### config.mk
export PLATFORM = sky130hd
export DESIGN_NAME = spi_pin_config
export DESIGN_NICKNAME = d
export VERILOG_FILES = /design/src/hdl/pin_config_pkg.sv /design/src/hdl/config_mem.sv /design/src/hdl/spi_pin_config.sv
export SDC_FILE = /design/constraint.sdc
export NUM_CORES = 1
export LEC_CHECK = 0
export ABC_AREA = 0
export BUFFER_PORTS_ARGS = -buffer_cell sky130_fd_sc_hd__buf_2
export CAP_MARGIN = 20
export CORE_ASPECT_RATIO = 1.4
export CORE_MARGIN = 3
export CORE_UTILIZATION = 60
export CTS_CLUSTER_SIZE = 30
export DETAILED_ROUTE_END_ITERATION = 8
export PLACE_DENSITY = 0.78
export SYNTH_ARGS = -nofsm -noshare
export SYNTH_HDL_FRONTEND = slang
export SYNTH_SLANG_ARGS = --single-unit
export TNS_END_PERCENT = 30
### constraint.sdc
create_clock -name clk -period 27.5 [get_ports clk]
set_input_delay 2.75 -clock clk [delete_from_list [all_inputs] [get_ports clk]]
set_output_delay 2.75 -clock clk [all_outputs]
set_load 0.05 [all_outputs]
### src/hdl/pin_config_pkg.sv
// Constants for the SPI address map and output pin configuration block
package pin_config_pkg;
  // Header byte layout
  localparam int HdrRwBit = 7;
  localparam int HdrBurstBit = 6;
  // Register offsets
  localparam logic [5:0] AddrPin2Cfg = 6'h00;
  localparam logic [5:0] AddrPin1Cfg = 6'h01;
  localparam logic [5:0] AddrPin0Cfg = 6'h02;
  localparam logic [5:0] AddrCfgLast = 6'h2E;
  localparam logic [5:0] AddrStrobeFirst = 6'h30;
  localparam logic [5:0] AddrStrobeLast = 6'h3D;
  localparam logic [5:0] AddrPartNum = 6'h30;
  localparam logic [5:0] AddrVersion = 6'h31;
  // Field positions in the pin configuration registers
  localparam int DriveBit = 7;
  localparam int InvertBit = 6;
  localparam int SelMsb = 5;
  // Reset values
  localparam logic [7:0] ResetPin2Cfg = 8'h29;
  localparam logic [7:0] ResetPin1Cfg = 8'h2E;
  localparam logic [7:0] ResetPin0Cfg = 8'h3F;
  localparam logic [7:0] ResetMem = 8'h00;
  // Selector code that releases a pin
  localparam logic [5:0] SelTriState = 6'h2E;
  // Identity values, arbitrary
  localparam logic [7:0] PartNumValue = 8'h5A;
  localparam logic [7:0] VersionValue = 8'h01;
  // Bit counter
  localparam logic [2:0] LastBit = 3'h7;
  localparam int MemDepth = 64;
endpackage : pin_config_pkg

### src/hdl/config_mem.sv
// Byte store for the general configuration registers
`timescale 1ns/1ps
module config_mem (
  // Clock and reset
  input wire logic clk,
  input wire logic rst,
  // Write port
  input wire logic wrEn,
  input wire logic [5:0] wrAddr,
  input wire logic [7:0] wrData,
  // Read port, data registered
  input wire logic [5:0] rdAddr,
  output logic [7:0] rdData
);
  logic [7:0] mem_q [pin_config_pkg::MemDepth];

  // Storage, cleared only by reset so contents survive sleep
  always_ff @(posedge clk or posedge rst) begin
    if (rst) begin
      for (int i = 0; i < pin_config_pkg::MemDepth; i++) begin
        mem_q[i] <= pin_config_pkg::ResetMem;
      end
    end else if (wrEn) begin
      mem_q[wrAddr] <= wrData;
    end
  end

  // Registered read
  always_ff @(posedge clk or posedge rst) begin
    if (rst) begin
      rdData <= pin_config_pkg::ResetMem;
    end else begin
      rdData <= mem_q[rdAddr];
    end
  end
endmodule : config_mem

### src/hdl/spi_pin_config.sv
// SPI register decode with command strobes, status reads and output pin configuration
//
// Contract
// - Bit 6 of each pin register inverts that pin's selected signal.
// - Pin 2 selector resets to 101001, the chip-ready low indication.
// - Bit 7 of pin 1 register sets drive strength for all pins.
// - Pin 1 selector resets to 101110, releasing the pin.
// - Pin 0 selector resets to 0x3F, the divided oscillator clock.
// - 0x30 to 0x3D: single access strobes, burst read returns status.
// - 0x00 to config end are read/write, with burst access supported.
`timescale 1ns/1ps
module spi_pin_config (
  // Clock and reset
  input wire logic clk,
  input wire logic rst,
  // SPI pins, synchronous to clk
  input wire logic spiCsLow,
  input wire logic spiSclk,
  input wire logic spiMosi,
  output logic spiMiso,
  // Device status
  input wire logic [7:0] chipStatus,
  input wire logic [7:0] statusData,
  output logic [3:0] statusAddr,
  // Command strobes
  output logic strobeValid,
  output logic [3:0] strobeCode,
  // Internal signals offered to the pins, indexed by selector code
  input wire logic [63:0] signalBus,
  // Output pins
  output logic general_output_2,
  output logic general_output_2Oe,
  output logic general_output_1,
  output logic general_output_1Oe,
  output logic general_output_0,
  output logic general_output_0Oe,
  output logic output_drive_strength
);
  logic [7:0] pin2Cfg_q;
  logic [7:0] pin1Cfg_q;
  logic [7:0] pin0Cfg_q;
  logic sclkPrev_q;
  logic [2:0] bitCnt_q;
  logic [7:0] shiftIn_q;
  logic [7:0] shiftOut_q;
  logic headerDone_q;
  logic isRead_q;
  logic isBurst_q;
  logic singleDone_q;
  logic [5:0] addr_q;
  logic [7:0] memRdData;
  logic sclkRise;
  logic sclkFall;
  logic byteEnd;
  logic [7:0] rxByte;
  logic dataWrite;
  logic [7:0] readByte;

  // Pin level from selector and invert bit
  function automatic logic pinLevel(input logic [7:0] cfg, input logic [63:0] bus);
    pinLevel = bus[cfg[pin_config_pkg::SelMsb:0]] ^ cfg[pin_config_pkg::InvertBit];
  endfunction : pinLevel

  // True when an address falls in the strobe/status range
  function automatic logic inStrobeRange(input logic [5:0] a);
    inStrobeRange = (a >= pin_config_pkg::AddrStrobeFirst) &&
                    (a <= pin_config_pkg::AddrStrobeLast);
  endfunction : inStrobeRange

  assign sclkRise = spiSclk && !sclkPrev_q && !spiCsLow;
  assign sclkFall = !spiSclk && sclkPrev_q && !spiCsLow;
  assign byteEnd = sclkRise && (bitCnt_q == pin_config_pkg::LastBit);
  assign rxByte = {shiftIn_q[6:0], spiMosi};
  // Data byte writes only in the config area, and only once for a single access
  assign dataWrite = byteEnd && headerDone_q && !isRead_q && !singleDone_q &&
                     (addr_q <= pin_config_pkg::AddrCfgLast);

  // Edge history of the serial clock
  always_ff @(posedge clk or posedge rst) begin
    if (rst) begin
      sclkPrev_q <= 1'b0;
    end else begin
      sclkPrev_q <= spiSclk;
    end
  end

  // Bit counter and input shifter, framed by chip select
  always_ff @(posedge clk or posedge rst) begin
    if (rst) begin
      bitCnt_q <= 3'h0;
      shiftIn_q <= 8'h00;
    end else if (spiCsLow) begin
      bitCnt_q <= 3'h0;
    end else if (sclkRise) begin
      bitCnt_q <= bitCnt_q + 3'h1;
      shiftIn_q <= rxByte;
    end
  end

  // Header decode and address walk
  always_ff @(posedge clk or posedge rst) begin
    if (rst) begin
      headerDone_q <= 1'b0;
      isRead_q <= 1'b0;
      isBurst_q <= 1'b0;
      singleDone_q <= 1'b0;
      addr_q <= 6'h00;
    end else if (spiCsLow) begin
      headerDone_q <= 1'b0;
      singleDone_q <= 1'b0;
    end else if (byteEnd && !headerDone_q) begin
      headerDone_q <= 1'b1;
      isRead_q <= rxByte[pin_config_pkg::HdrRwBit];
      isBurst_q <= rxByte[pin_config_pkg::HdrBurstBit];
      addr_q <= rxByte[5:0];
    end else if (byteEnd) begin
      if (isBurst_q) begin
        addr_q <= addr_q + 6'h01;
      end else begin
        singleDone_q <= 1'b1;
      end
    end
  end

  // strobe on single access in range
  always_ff @(posedge clk or posedge rst) begin
    if (rst) begin
      strobeValid <= 1'b0;
      strobeCode <= 4'h0;
    end else begin
      strobeValid <= byteEnd && !headerDone_q && !rxByte[pin_config_pkg::HdrBurstBit] &&
                     inStrobeRange(rxByte[5:0]);
      if (byteEnd && !headerDone_q) begin
        strobeCode <= rxByte[3:0];
      end
    end
  end

  // Pin configuration registers; reset only, so sleep keeps them
  always_ff @(posedge clk or posedge rst) begin
    if (rst) begin
      pin2Cfg_q <= pin_config_pkg::ResetPin2Cfg;
      pin1Cfg_q <= pin_config_pkg::ResetPin1Cfg;
      pin0Cfg_q <= pin_config_pkg::ResetPin0Cfg;
    end else if (dataWrite) begin
      case (addr_q)
        pin_config_pkg::AddrPin2Cfg: pin2Cfg_q <= {1'b0, rxByte[6:0]}; // Bit 7 reads zero
        pin_config_pkg::AddrPin1Cfg: pin1Cfg_q <= rxByte;
        pin_config_pkg::AddrPin0Cfg: pin0Cfg_q <= rxByte;
        default: ;
      endcase
    end
  end

  config_mem u_mem (
    .clk(clk),
    .rst(rst),
    .wrEn(dataWrite),
    .wrAddr(addr_q),
    .wrData(rxByte),
    .rdAddr(addr_q),
    .rdData(memRdData)
  );

  // Status address follows the walk pointer
  always_ff @(posedge clk or posedge rst) begin
    if (rst) begin
      statusAddr <= 4'h0;
    end else begin
      statusAddr <= addr_q[3:0];
    end
  end

  // Read data mux; the memory answer lags the address by one clock
  always_comb begin
    readByte = 8'h00;
    if (addr_q == pin_config_pkg::AddrPin2Cfg) begin
      readByte = pin2Cfg_q;
    end else if (addr_q == pin_config_pkg::AddrPin1Cfg) begin
      readByte = pin1Cfg_q;
    end else if (addr_q == pin_config_pkg::AddrPin0Cfg) begin
      readByte = pin0Cfg_q;
    end else if (addr_q <= pin_config_pkg::AddrCfgLast) begin
      readByte = memRdData;
    end else if (inStrobeRange(addr_q) && isBurst_q) begin
      if (addr_q == pin_config_pkg::AddrPartNum) begin
        readByte = pin_config_pkg::PartNumValue;
      end else if (addr_q == pin_config_pkg::AddrVersion) begin
        readByte = pin_config_pkg::VersionValue;
      end else begin
        readByte = statusData;
      end
    end
  end

  // Output shifter: status byte during header, then read data
  always_ff @(posedge clk or posedge rst) begin
    if (rst) begin
      shiftOut_q <= 8'h00;
      spiMiso <= 1'b0;
    end else if (spiCsLow) begin
      shiftOut_q <= {chipStatus[6:0], 1'b0};
      spiMiso <= chipStatus[7];
    end else if (sclkFall) begin
      if (bitCnt_q == 3'h0 && headerDone_q) begin
        // Single reads repeat the status byte after their one data byte
        if (isRead_q && !singleDone_q) begin
          spiMiso <= readByte[7];
          shiftOut_q <= {readByte[6:0], 1'b0};
        end else begin
          spiMiso <= chipStatus[7];
          shiftOut_q <= {chipStatus[6:0], 1'b0};
        end
      end else if (bitCnt_q != 3'h0) begin
        spiMiso <= shiftOut_q[7];
        shiftOut_q <= {shiftOut_q[6:0], 1'b0};
      end
    end
  end

  // Pin drivers, registered so outputs never glitch on selector changes
  always_ff @(posedge clk or posedge rst) begin
    if (rst) begin
      general_output_2 <= 1'b0;
      general_output_1 <= 1'b0;
      general_output_0 <= 1'b0;
      general_output_2Oe <= 1'b0;
      general_output_1Oe <= 1'b0;
      general_output_0Oe <= 1'b0;
      output_drive_strength <= 1'b0;
    end else begin
      general_output_2 <= pinLevel(pin2Cfg_q, signalBus);
      general_output_1 <= pinLevel(pin1Cfg_q, signalBus);
      general_output_0 <= pinLevel(pin0Cfg_q, signalBus);
      general_output_2Oe <= pin2Cfg_q[pin_config_pkg::SelMsb:0] != pin_config_pkg::SelTriState;
      general_output_1Oe <= pin1Cfg_q[pin_config_pkg::SelMsb:0] != pin_config_pkg::SelTriState;
      general_output_0Oe <= pin0Cfg_q[pin_config_pkg::SelMsb:0] != pin_config_pkg::SelTriState;
      output_drive_strength <= pin1Cfg_q[pin_config_pkg::DriveBit];
    end
  end
endmodule : spi_pin_config

== Word level (Yosys, flattened, before mapping) ==
Cells that the tools add are included.

* Flip-flop bits (word level): 589
* Output and inout port bits: 17
* Logic and storage cells: 198

* $add $sub $neg: 2
* $lt $le $gt $ge: 10
* Eq/ne operators: 10
* Reduce and logical (&&, ||, !) cells: 43
* Bitwise operators: 5
* Multiplexer cells: 40

{| class="wikitable"
|+ Operators with widths
! kind !! count
|-
| bitwise mux 512 bit || 1
|-
| two-way mux 8 bit || 15
|-
| binary-select mux 8 bit (select 6 bit) || 1
|-
| demux 8 bit (select 6 bit) || 1
|-
| less-than comparator 6 x 7 -> 1 bit, second input constant || 3
|-
| binary-select mux 1 bit (select 6 bit) || 3
|-
| less-or-equal comparator 6 bit, second input constant || 3
|-
| logical AND 1 bit || 18
|-
| two-way mux 6 bit || 3
|-
| != test 6 bit, second input constant || 3
|-
| two-way mux 1 bit || 14
|-
| == test 6 bit, second input constant || 2
|-
| >= comparator 6 bit, second input constant || 2
|-
| AND reduction 2 bit || 6
|-
| nonzero test 2 bit || 6
|-
| >= comparator 7 bit, second input constant || 1
|-
| logical NOT 1 bit || 7
|-
| less-than comparator 7 x 1 -> 1 bit, second input constant || 1
|-
| inverter 6 -> 7 bit || 1
|-
| adder 6 x 1 -> 6 bit, second input constant || 1
|-
| == test 6 x 1 -> 1 bit, second input constant || 1
|-
| == test 6 x 2 -> 1 bit, second input constant || 1
|-
| logical NOT 6 bit || 1
|-
| two-way mux 3 bit || 2
|-
| 8 further kinds || 13
|}

== Longest topological paths before layout ==
Gate-level depths: netlist of the first run.

* Depth after elaboration: 12
* Mapped depth: 14

== Modules after synthesis ==
A second synthesis of the first run with hierarchy kept.

* Cells, all modules: 1,991
* Area total of the unflattened synthesis: 29,025.3 um^2

{| class="wikitable"
|+ By module, submodules not included
! module !! times used !! cells each !! area each (um^2)
|-
| config_mem || 1 || 1,523 || 23,965.5
|-
| spi_pin_config || 1 || 468 || 5,059.9
|}

== Worst setup path after synthesis of the first run ==
No wires, ideal clock.

* Path type: input -> register
* Start: input spiCsLow
* End: register u_mem.mem_q[440] in the netlist's numbering
* Path slack: 22,779 ps
* Buffers on the path: 3
* Stages: 8
* Required time: 27,375 ps
* Arrival time: 4,596 ps
* Cell sequence: buf_2 -> and4bb_1 -> buf_4 -> nand3_4 -> or3_1 -> buf_4 -> nor4_4 -> mux2_2

* Word-level cells in the longest chain between the ends: 7

{| class="wikitable"
|+ RTL lines
! element !! line !! RTL
|-
| start: declaration || spi_pin_config.sv:17 || <nowiki>input wire logic spiCsLow,</nowiki>
|-
| logical NOT 1 bit || spi_pin_config.sv:70 || <nowiki>assign sclkRise = spiSclk && !sclkPrev_q && !spiCsLow;</nowiki>
|-
| logical AND 1 bit || spi_pin_config.sv:70 ||
|-
| logical AND 1 bit || spi_pin_config.sv:72 || <nowiki>assign byteEnd = sclkRise && (bitCnt_q == pin_config_pkg::LastBit);</nowiki>
|-
| logical AND 1 bit (4 in a row) || spi_pin_config.sv:75 || <nowiki>assign dataWrite = byteEnd && headerDone_q && !isRead_q && !singleDone_q &&</nowiki>
|-
| end signal: indexed assignment || config_mem.sv:21 || <nowiki>mem_q[i] <= pin_config_pkg::ResetMem;</nowiki>
|-
| end signal: indexed assignment || config_mem.sv:24 || <nowiki>mem_q[wrAddr] <= wrData;</nowiki>
|-
| end: declaration || config_mem.sv:15 || <nowiki>logic [7:0] mem_q [pin_config_pkg::MemDepth];</nowiki>
|}

No other way between the ends.
A chain may end at the register's enable or synchronous reset.

== Final worst setup path of the first run ==
* Start: input spiCsLow
* End: register u_mem.mem_q[137] in the netlist's numbering

The elaborated chain is that of the path after synthesis.

==> flow_summary.ini, run 1 <==
[status]
status = completed

[die]
core-area_um2 = 45350
num_rows = 92
ioPinCount = 102
dieArea_um2 = 48840
initial_utilization_pct = 61.11
die_x_um = 187.6
die_y_um = 260.3

[placement]
port_buffers = 101
routabilityCongestion = 0.9511
dp_hpwl_um = 47500

[finish]
ff_latch_area_um2 = 14750
fin_nets = 2129
fin_util_pct = 66.46
synthToLayoutAreaGrowth_pct = 8.758
layout-drive-gt1-share_pct = 41.29
num-fill-cells = 3190
antenna_cells = 0
multi_input_area_um2 = 11810

[logic_synthesis]
syn-cell-area_um2 = 27720
yosys-top-cells-count = 575 x dfrtp_1, 466 x mux2_2, 227 x clkbuf_1
synth_area_leaders = dfrtp_1 52%, mux2_2 19%, mux4_2 8.6%
synth_most_common_cell = dfrtp_1
synth_fp_nets = 2206
ys_warn_count = 0
ys_ff_latch = 588
synth_top_area_share_pct = 51.91
ys_types = 73
synthFlopType = dfrtp_1
syn_avg_cell_area_um2 = 13.12
ys_seq_area_share_pct = 53.15
synth_cells = 2113
synth-edff-count = 0
async_flop_share_pct = 100.0
synth_top_area_cell = dfrtp_1

[timing]
fin_crit_ns = 5.241
fmax_mhz = 190.8
rsz0062_at_grt = no
setup_viol = 0
relSlewSlack_pct = 24.48
skew_ns = 0.01571
drv_slew = 0
finalSetupTns_ns = 0
hold_viol = 0
holdWs_ns = 0.3708
tightest_slew_ns = 1.133
fin_crit_sh_pct = 19.06

[cts]
cts_buffers = 53
clockRootBuffer = clkbuf_16
cts_resized = 0
tritoncts = done
cts_max_level = 2
clock_latency_ns = 0.60
cts.path.max_buffers = 3
path_clk_slew_ns = 0.06
post_cts_buffers = 0
clock-sinks = 588
postCtsHoldBufs = 0

[min_path]
worstHoldPathCells = 0
hp-class = flip-flop to flip-flop

[detailed_routing]
wire_per_inst_um = 27.74
ant_nets = 0
dr.pass1.iters = 8
drc_errors = 0
dr_total_vias = 18230
drtIter0Drc = 1436
drt_wl_total_um = 74590
via_per_inst = 6.781

[global_route]
grt_usage_pct = 30.54
grt-ovfl-total = 0
grt_pass1_vias = 19200
grt_pass1_wl_um = 114800
antenna_found_initial = 1
grt_max_degree = 113

[critical_path]
endpoint_kind = flip-flop
worst-endpoint-required_ns = 27.98
crit_arrival_ns = 5.72
startpoint_type = primary input
ff2ff_path_depth = 9
path_max_fanout = 26
rrSetupSlack_ns = 23.40
critical_path_class = primary input to flip-flop

[pwr]
vdd_ir_drop_max_uv = 51.94
p_leak_nw = 14.31
power_density_nw_per_um2 = 59.61

[flow_run]
cap_violations = 0
==> worst max-delay path: stages <==
cell and delay (ns):
buf_2 0.24, and4bb_1 0.56, nand3_4 0.21, nor2b_1 0.69
nand3_2 0.29, nor3_2 0.56, mux2_2 0.41
==> area by class of cell <==
type / instances / area share (%)
Sequential cell: 588 / 48.92
Multi-Input combinational cell: 1229 / 39.18
Clock buffer: 69 / 5.039
Timing Repair Buffer: 148 / 3.130
Tap cell: 611 / 2.536
Clock inverter: 28 / 0.9713
Inverter: 16 / 0.2241
==> state kept, by name (all words and copies together) (netlist names), 3 cells and up <==
name,flops
statusAddr,4
strobeCode,4
shiftIn_q,7
shiftOut_q,7
u_mem.mem_q,512
pin1Cfg_q,8
u_mem.rdData,8
pin2Cfg_q,7
bitCnt_q,3
pin0Cfg_q,8
addr_q,6
==> cells by family (layout without fill, tap and decap cells) <==
| logic type | count (synthesis) | in the layout | synth area share, % |
|---|---|---|---|
| DFF | 588 | 588 | 53.15 |
| xor gates and xnor gates | 4 | 4 | 0.1264 |
| adders and majority gates | 8 | 8 | 0.3612 |
| AOI/OAI and AO/OA | 298 | 298 | 7.783 |
| buffers and inverters | 296 | 261 | 4.257 |
| and+or+nand+nor | 309 | 309 | 5.408 |
| muxes | 610 | 610 | 28.92 |
==> cells in the final DEF (no fill, tap or decap), drive strengths merged, types with 11 or more instances in the layout <==
cell and n:
dfrtp 575, mux2 466, buf 148, nand2 125, mux4 106, nor2 88
clkbuf 69, a21oi 68, a221oi 61, mux2i 38, o21ai 37, nand3 28
o221ai 22, a22oi 19, clkinv 18, inv 16, nor3 14, dfstp 13
a211oi 12, nor2b 11
==> layer usage <==
metal	part of all wire, %	vias up	global-route usage (%)
met4	6.5	0	17.33
met5	0	-	0
met3	7.7	317	4.905
met1	37	9395	37.63
met2	49	953	51.65
li1	-	7568	-
==> path summary, 6_finish.rpt <==
path	end	start
max in group asynchronous	u_mem.mem_q[332]$_DFFE_PP0P_	rst
max reg2reg	u_mem.mem_q[137]$_DFFE_PP0P_	addr_q[0]$_DFFE_PP0P_
min	u_mem.mem_q[71]$_DFFE_PP0P_	u_mem.mem_q[71]$_DFFE_PP0P_
min in group asynchronous	u_mem.mem_q[42]$_DFFE_PP0P_	rst
min reg2reg	u_mem.mem_q[71]$_DFFE_PP0P_	u_mem.mem_q[71]$_DFFE_PP0P_
max	u_mem.mem_q[137]$_DFFE_PP0P_	spiCsLow
==> report_power, final <==
group	total (mW)	switching, mW	internal [mW]
Sequential	0.881	0.00998	0.871
Combinational	0.145	0.114	0.0312
Clock	0.771	0.333	0.438
==> per-stage QoR <==
step	setup slack [ns]	std cells	cell area, um^2	power, mW
CTS	22.32	2683	30010	1.798
global route	22.08	2689	30140	1.846
global placement	21.77	2586	28200	1.030
floorplan	8.317	2113	27720	0.9757
finish	22.26	2689	30140	1.797
detailed placement	21.71	2586	28200	1.035
No activity file was read; power rests on OpenSTA's default activity.
==> inputs of run 2 (changes only) <==
==> constraint.sdc (replaced) <==
create_clock -name clk -period 5.2 [get_ports clk]
set_input_delay 0.52 -clock clk [delete_from_list [all_inputs] [get_ports clk]]
set_output_delay 0.52 -clock clk [all_outputs]
set_load 0.05 [all_outputs]
==> flow_summary.ini, run 2 (same netlist as run 1, synthesis figures left out) <==
[critical_path]
rrSetupSlack_ns = 1.56
rr_endpoint = u_mem.rdData[2]$_DFF_PP0_
crit_arrival_ns = 4.15
r2r_start = addr_q[1]$_DFFE_PP0P_
slowest_delay_ns = 0.94
path_delay_family = compound AO/OA/AOI/OAI gates
path_common_cell = buf_4
crit_slowest_cell = dfrtp_4
ff2ff_path_depth = 8
startpoint_type = flip-flop
worst-endpoint-required_ns = 5.71
path_max_fanout = 52
critical_path_class = flip-flop to flip-flop
cp_num_buf_inv = 2
endpoint_kind = flip-flop
path_cells = buf_4 > buf_4 > mux2_2 > a22oi_1 > o21ai_0 > nor2_1 > a311oi_1 > o32a_1

[timing]
tightest_slew_ns = 1.135
relSlewSlack_pct = 24.25
finalSetupTns_ns = 0
skew_ns = 0.03062
setup_viol = 0
drv_slew = 0
fin_crit_ns = 3.640
rsz0062_at_grt = no
fin_crit_sh_pct = 70.00
hold_viol = 0
fmax_mhz = 274.7

[global_route]
grt_pass1_vias = 19260
grt_max_degree = 156
grt-ovfl-total = 0
grt_usage_pct = 30.92
antenna_found_initial = 0
grt_pass1_wl_um = 116100

[cts]
tritoncts = done
clockRootBuffer = clkbuf_16
clock_latency_ns = 0.60
cts.path.max_buffers = 3
cts_max_level = 2
cts_buffers = 53
path_clk_slew_ns = 0.07
post_cts_buffers = 0
clock-sinks = 588

[min_path]
hp-class = primary input to flip-flop
hold_end = sclkPrev_q$_DFF_PP0_
min-delay-start = spiSclk
worstHoldPathCells = 1

[detailed_routing]
drc_errors = 0
dr.pass1.iters = 6
dr_total_vias = 18330
ant_nets = 0
drt_wl_total_um = 75430
wire_per_inst_um = 28.04
drtIter0Drc = 1889
via_per_inst = 6.814

[pwr]
p_leak_nw = 14.33
p_total_mw = 9.590
vdd_ir_drop_max_uv = 703.4
power_density_nw_per_um2 = 317.6

[die]
ioPinCount = 102
dieArea_um2 = 48840
core-area_um2 = 45350
die_x_um = 187.6
initial_utilization_pct = 61.11
die_y_um = 260.3
num_rows = 92

[finish]
mostFrequentLayoutCell = dfrtp_1
largest_register_ffs = 512
fin_nets = 2134
layout_common_cells = 569 x dfrtp_1, 466 x mux2_2, 125 x nand2_1, 106 x mux4_2, 101 x buf_2
num-fill-cells = 3167
fin_util_pct = 66.57
synthToLayoutAreaGrowth_pct = 8.938
top_register = u_mem.mem_q
layout-drive-gt1-share_pct = 41.03
antenna_cells = 0

[status]
status = completed

[flow_run]
cap_violations = 0

[placement]
dp_hpwl_um = 48630
routabilityCongestion = 0.9639
port_buffers = 101
run 2: cell types whose count changed in the layout (fill, tap and decap cells not counted), sizes merged:
cell / before / now
buf: 148 / 152
bufinv: 5 / 9
clkbuf: 69 / 72
clkinv: 18 / 12
clkinvlp: 5 / 4
dlygate4sd3: 0 / 1
inv: 16 / 12
run 2: how the worst max path moves through the flow:
stage | end | startpoint | depth (start not counted) | slack [ns]
finish | u_mem.rdData[2]$_DFF_PP0_ | addr_q[1]$_DFFE_PP0P_ | 8 | 1.56
detailed placement | u_mem.mem_q[434]$_DFFE_PP0P_ | spiCsLow | 6 | 1.67
floorplan | addr_q[0]$_DFFE_PP0P_ | rst | 1 | -3.32
global placement | u_mem.mem_q[435]$_DFFE_PP0P_ | spiCsLow | 6 | 1.82
CTS | u_mem.mem_q[143]$_DFFE_PP0P_ | addr_q[1]$_DFFE_PP0P_ | 8 | 1.67
global route | u_mem.mem_q[137]$_DFFE_PP0P_ | addr_q[1]$_DFFE_PP0P_ | 8 | 1.53
run 2: power breakdown:
part	total, mW	internal (mW)	switching, mW
sequential	4.63	4.61	0.0225
combinational	0.786	0.152	0.634
clock	4.17	2.46	1.72
run 2: timing repair:
| action | 4_1_cts | 5_1_grt |
|---|---|---|
| hold buffers | 1 | 0 |
| resized for setup | 0 | 0 |
| endpoints found under the hold margin | 11 | 0 |
run 2: area by class of cell:
| cell class | count | area (um^2) | area share (%) |
|---|---|---|---|
| multi-input combinational | 1229 | 11810 | 39.11 |
| clock buffer | 72 | 1498 | 4.960 |
| timing repair buffer | 153 | 972.2 | 3.220 |
| sequential | 588 | 14750 | 48.84 |
| clock inverter | 21 | 341.6 | 1.131 |
| inverter | 16 | 63.81 | 0.2113 |
| tap | 611 | 764.5 | 2.532 |
run 2: layer usage:
layer | track usage, % | up-vias | share of wire, %
met5 | 0 | - | 0
li1 | - | 7592 | -
met4 | 18.48 | 0 | 6.8
met3 | 5.133 | 324 | 8.2
met1 | 38.22 | 9303 | 36
met2 | 51.59 | 1111 | 49
run 2: metrics by stage:
step,area [um^2],setup slack [ns],std cells,hold slack [ns]
2_1_floorplan,27720,-3.325,2113,0.3519
3_3_place_gp,28290,1.824,2592,0.3596
3_5_place_dp,28300,1.667,2593,0.3623
4_1_cts,30150,1.670,2687,0.06688
5_1_grt,30190,1.528,2690,0.07011
6_report,30190,1.560,2690,0.07066
==> inputs of run 3 (changes only) <==
--- a/config.mk
+++ b/config.mk
@@ -5,7 +5,7 @@
 export SDC_FILE = /design/constraint.sdc
 export NUM_CORES = 1
 export LEC_CHECK = 0
-export ABC_AREA = 0
+export ABC_AREA = 1
 export BUFFER_PORTS_ARGS = -buffer_cell sky130_fd_sc_hd__buf_2
 export CAP_MARGIN = 20
 export CORE_ASPECT_RATIO = 1.4
==> constraint.sdc (replaced) <==
create_clock -name clk -period 3.5 [get_ports clk]
set_input_delay 0.35 -clock clk [delete_from_list [all_inputs] [get_ports clk]]
set_output_delay 0.35 -clock clk [all_outputs]
set_load 0.05 [all_outputs]
==> flow_summary.ini, run 3 <==
[status]
status = completed

[die]
core-area_um2 = 44520
die_y_um = 258.2
die_x_um = 186.2
dieArea_um2 = 48070
initial_utilization_pct = 61.25
ioPinCount = 102
num_rows = 91

[critical_path]
startpoint_type = flip-flop
endpoint_kind = flip-flop
critical_path_class = flip-flop to flip-flop
path_common_cell = nand2_1
path_max_fanout = 20
path_delay_family = buffers and inverters
crit_slowest_cell = dfrtp_1
rrSetupSlack_ns = 0.67
path_cells = inv_1 > nand3_1 > inv_2 > buf_4 > nand2_1 > nand4_1 > o21ai_0 > nand2_1 > nor2_1 > nand2_1
crit_arrival_ns = 3.31
worst-endpoint-required_ns = 3.98
slowest_delay_ns = 0.60
cp_num_buf_inv = 3

[logic_synthesis]
yosys-top-cells-count = 1098 x nand2_1, 575 x dfrtp_1, 361 x o21ai_1
syn-cell-area_um2 = 27270
synth_top_area_share_pct = 52.77
synth-edff-count = 0
synth_top_area_cell = dfrtp_1
synthFlopType = dfrtp_1
synthMuxAreaShare_pct = 0
synth_most_common_cell = nand2_1
synth_fp_nets = 3357
ys_types = 45
ys_ff_latch = 588
ys_warn_count = 0
ys_seq_area_share_pct = 54.02
synth_compound_area_share_pct = 15.21
async_flop_share_pct = 100.0
syn_avg_cell_area_um2 = 8.354
synth-simple-area-share_pct = 22.81
synth_area_leaders = dfrtp_1 53%, nand2_1 15%, o21ai_1 6.6%
synth_top_family_by_area = simple AND/OR/NAND/NOR gates
synthXorXnorAreaFrac_pct = 0.03212
synth_fa_ha_area_share_pct = 0.3671
synth_cells = 3264

[timing]
tightest_slew_ns = 1.029
fin_crit_sh_pct = 80.96
fmax_mhz = 352.9
setup_viol = 0
fin_crit_ns = 2.834
drv_slew = 0
finalSetupTns_ns = 0
rsz0062_at_grt = no
relSlewSlack_pct = 31.31
hold_viol = 0
skew_ns = 0.03697

[finish]
top_register = u_mem.mem_q
layout-drive-gt1-share_pct = 10.71
fin_util_pct = 66.36
num-fill-cells = 3496
mostFrequentLayoutCell = nand2_1
fin_nets = 3255
synthToLayoutAreaGrowth_pct = 8.347
finalNonFillerCells = 3809
layout_common_cells = 1098 x nand2_1, 575 x dfrtp_1, 361 x o21ai_1, 167 x o21ai_0, 133 x inv_1
largest_register_ffs = 512

[global_route]
antenna_found_initial = 1
grt_pass1_vias = 22050
grt-ovfl-total = 0
grt_max_degree = 126
grt_usage_pct = 32.44
grt_pass1_wl_um = 122600

[cts]
cts.path.max_buffers = 3
clockRootBuffer = clkbuf_16
cts_max_level = 2
cts_buffers = 53
path_clk_slew_ns = 0.07
cts_resized = 0
tritoncts = done
post_cts_buffers = 0
postCtsHoldBufs = 3
clock-sinks = 588
clock_latency_ns = 0.61

[flow_run]
cap_violations = 0

[detailed_routing]
drtIter0Drc = 2882
via_per_inst = 5.993
dr.pass1.iters = 6
wire_per_inst_um = 20.41
drt_wl_total_um = 77740
dr_total_vias = 22830
ant_nets = 0
drc_errors = 0

[placement]
dp_hpwl_um = 51970
routabilityCongestion = 0.9408
port_buffers = 101
placedCellCount = 3708

[pwr]
p_total_mw = 13.70
p_leak_nw = 14.22
power_density_nw_per_um2 = 463.9
vdd_ir_drop_max_uv = 377.5

[min_path]
hp-class = primary input to flip-flop
run 3: changes by cell type in the layout (fill, tap and decap cells not counted), moves of 45 or more:
cell / delta
mux4_2: -106
nand3_1: +90
inv_1: +121
nand2_1: +973
a221oi_1: -59
nand4_1: +58
o21ai_1: +361
mux2_2: -466
nand2_4: +45
o21ai_0: +131
run 3: final cells by class:
type	count	area [um^2]	share of cell area, %
well taps	604	755.7	2.558
inverters	158	596.8	2.020
multi-input cells	2196	10490	35.50
clock buffers	74	1495	5.061
diodes	2	5.005	0.01694
repair buffers	165	1194	4.040
flip-flops and latches	588	14730	49.86
clock inverters	22	276.5	0.9360
run 3: cells by family after synthesis:
| kind of cell | Yosys count |
|---|---|
| AO/OA/AOI/OAI | 760 |
| XOR/XNOR | 1 |
| adder cells (fa/ha/maj) | 8 |
| buffers and inverters | 480 |
| flip-flops | 588 |
| AND/OR/NAND/NOR | 1427 |
run 3: tightest hold or removal path, delay by kind of cell:
family / cells / cell delay (ns)
compound gates: 1 / 0.06
buf+inv: 2 / 0.13
simple gates: 2 / 0.09
run 3: path summary, 6_finish.rpt:
kind,start,to,cells past startpoint
worst min register to register,u_mem.mem_q[54]$_DFFE_PP0P_,u_mem.mem_q[54]$_DFFE_PP0P_,0
worst max-delay path,addr_q[1]$_DFFE_PP0P_,u_mem.rdData[4]$_DFF_PP0_,10
max in group asynchronous,rst,u_mem.mem_q[332]$_DFFE_PP0P_,4
min in group asynchronous,rst,u_mem.mem_q[449]$_DFFE_PP0P_,3
worst min-delay path,chipStatus[5],shiftOut_q[6]$_DFFE_PP0P_,5
worst max register to register,addr_q[1]$_DFFE_PP0P_,u_mem.rdData[4]$_DFF_PP0_,10
run 3: stage by stage:
stage	instance area [um^2]	setup slack, ns	hold WS (ns)
3_3_place_gp	27700	0.7622	0.3646
2_1_floorplan	27270	-4.855	0.3487
3_5_place_dp	27740	0.7360	0.3656
4_1_cts	29540	0.7010	0.05045
6_report	29540	0.6663	0.07263
5_1_grt	29540	0.4923	0.08483
run 3: where the power goes:
part | switching, mW | total (mW) | internal (mW)
clock | 2.60 | 5.97 | 3.37
sequential | 0.0272 | 6.86 | 6.83
combinational | 0.723 | 0.880 | 0.158
total | 3.35 | 13.7 | 10.4
run 3: layer usage:
metal / up-vias / GRT usage (%) / routed length [um]
li1: 10430 / - / -
met1: 10960 / 43.25 / 30520
met2: 1185 / 51.98 / 36820
met3: 259 / 4.325 / 5840
met4: 0 / 17.08 / 4558
met5: - / 0 / 0
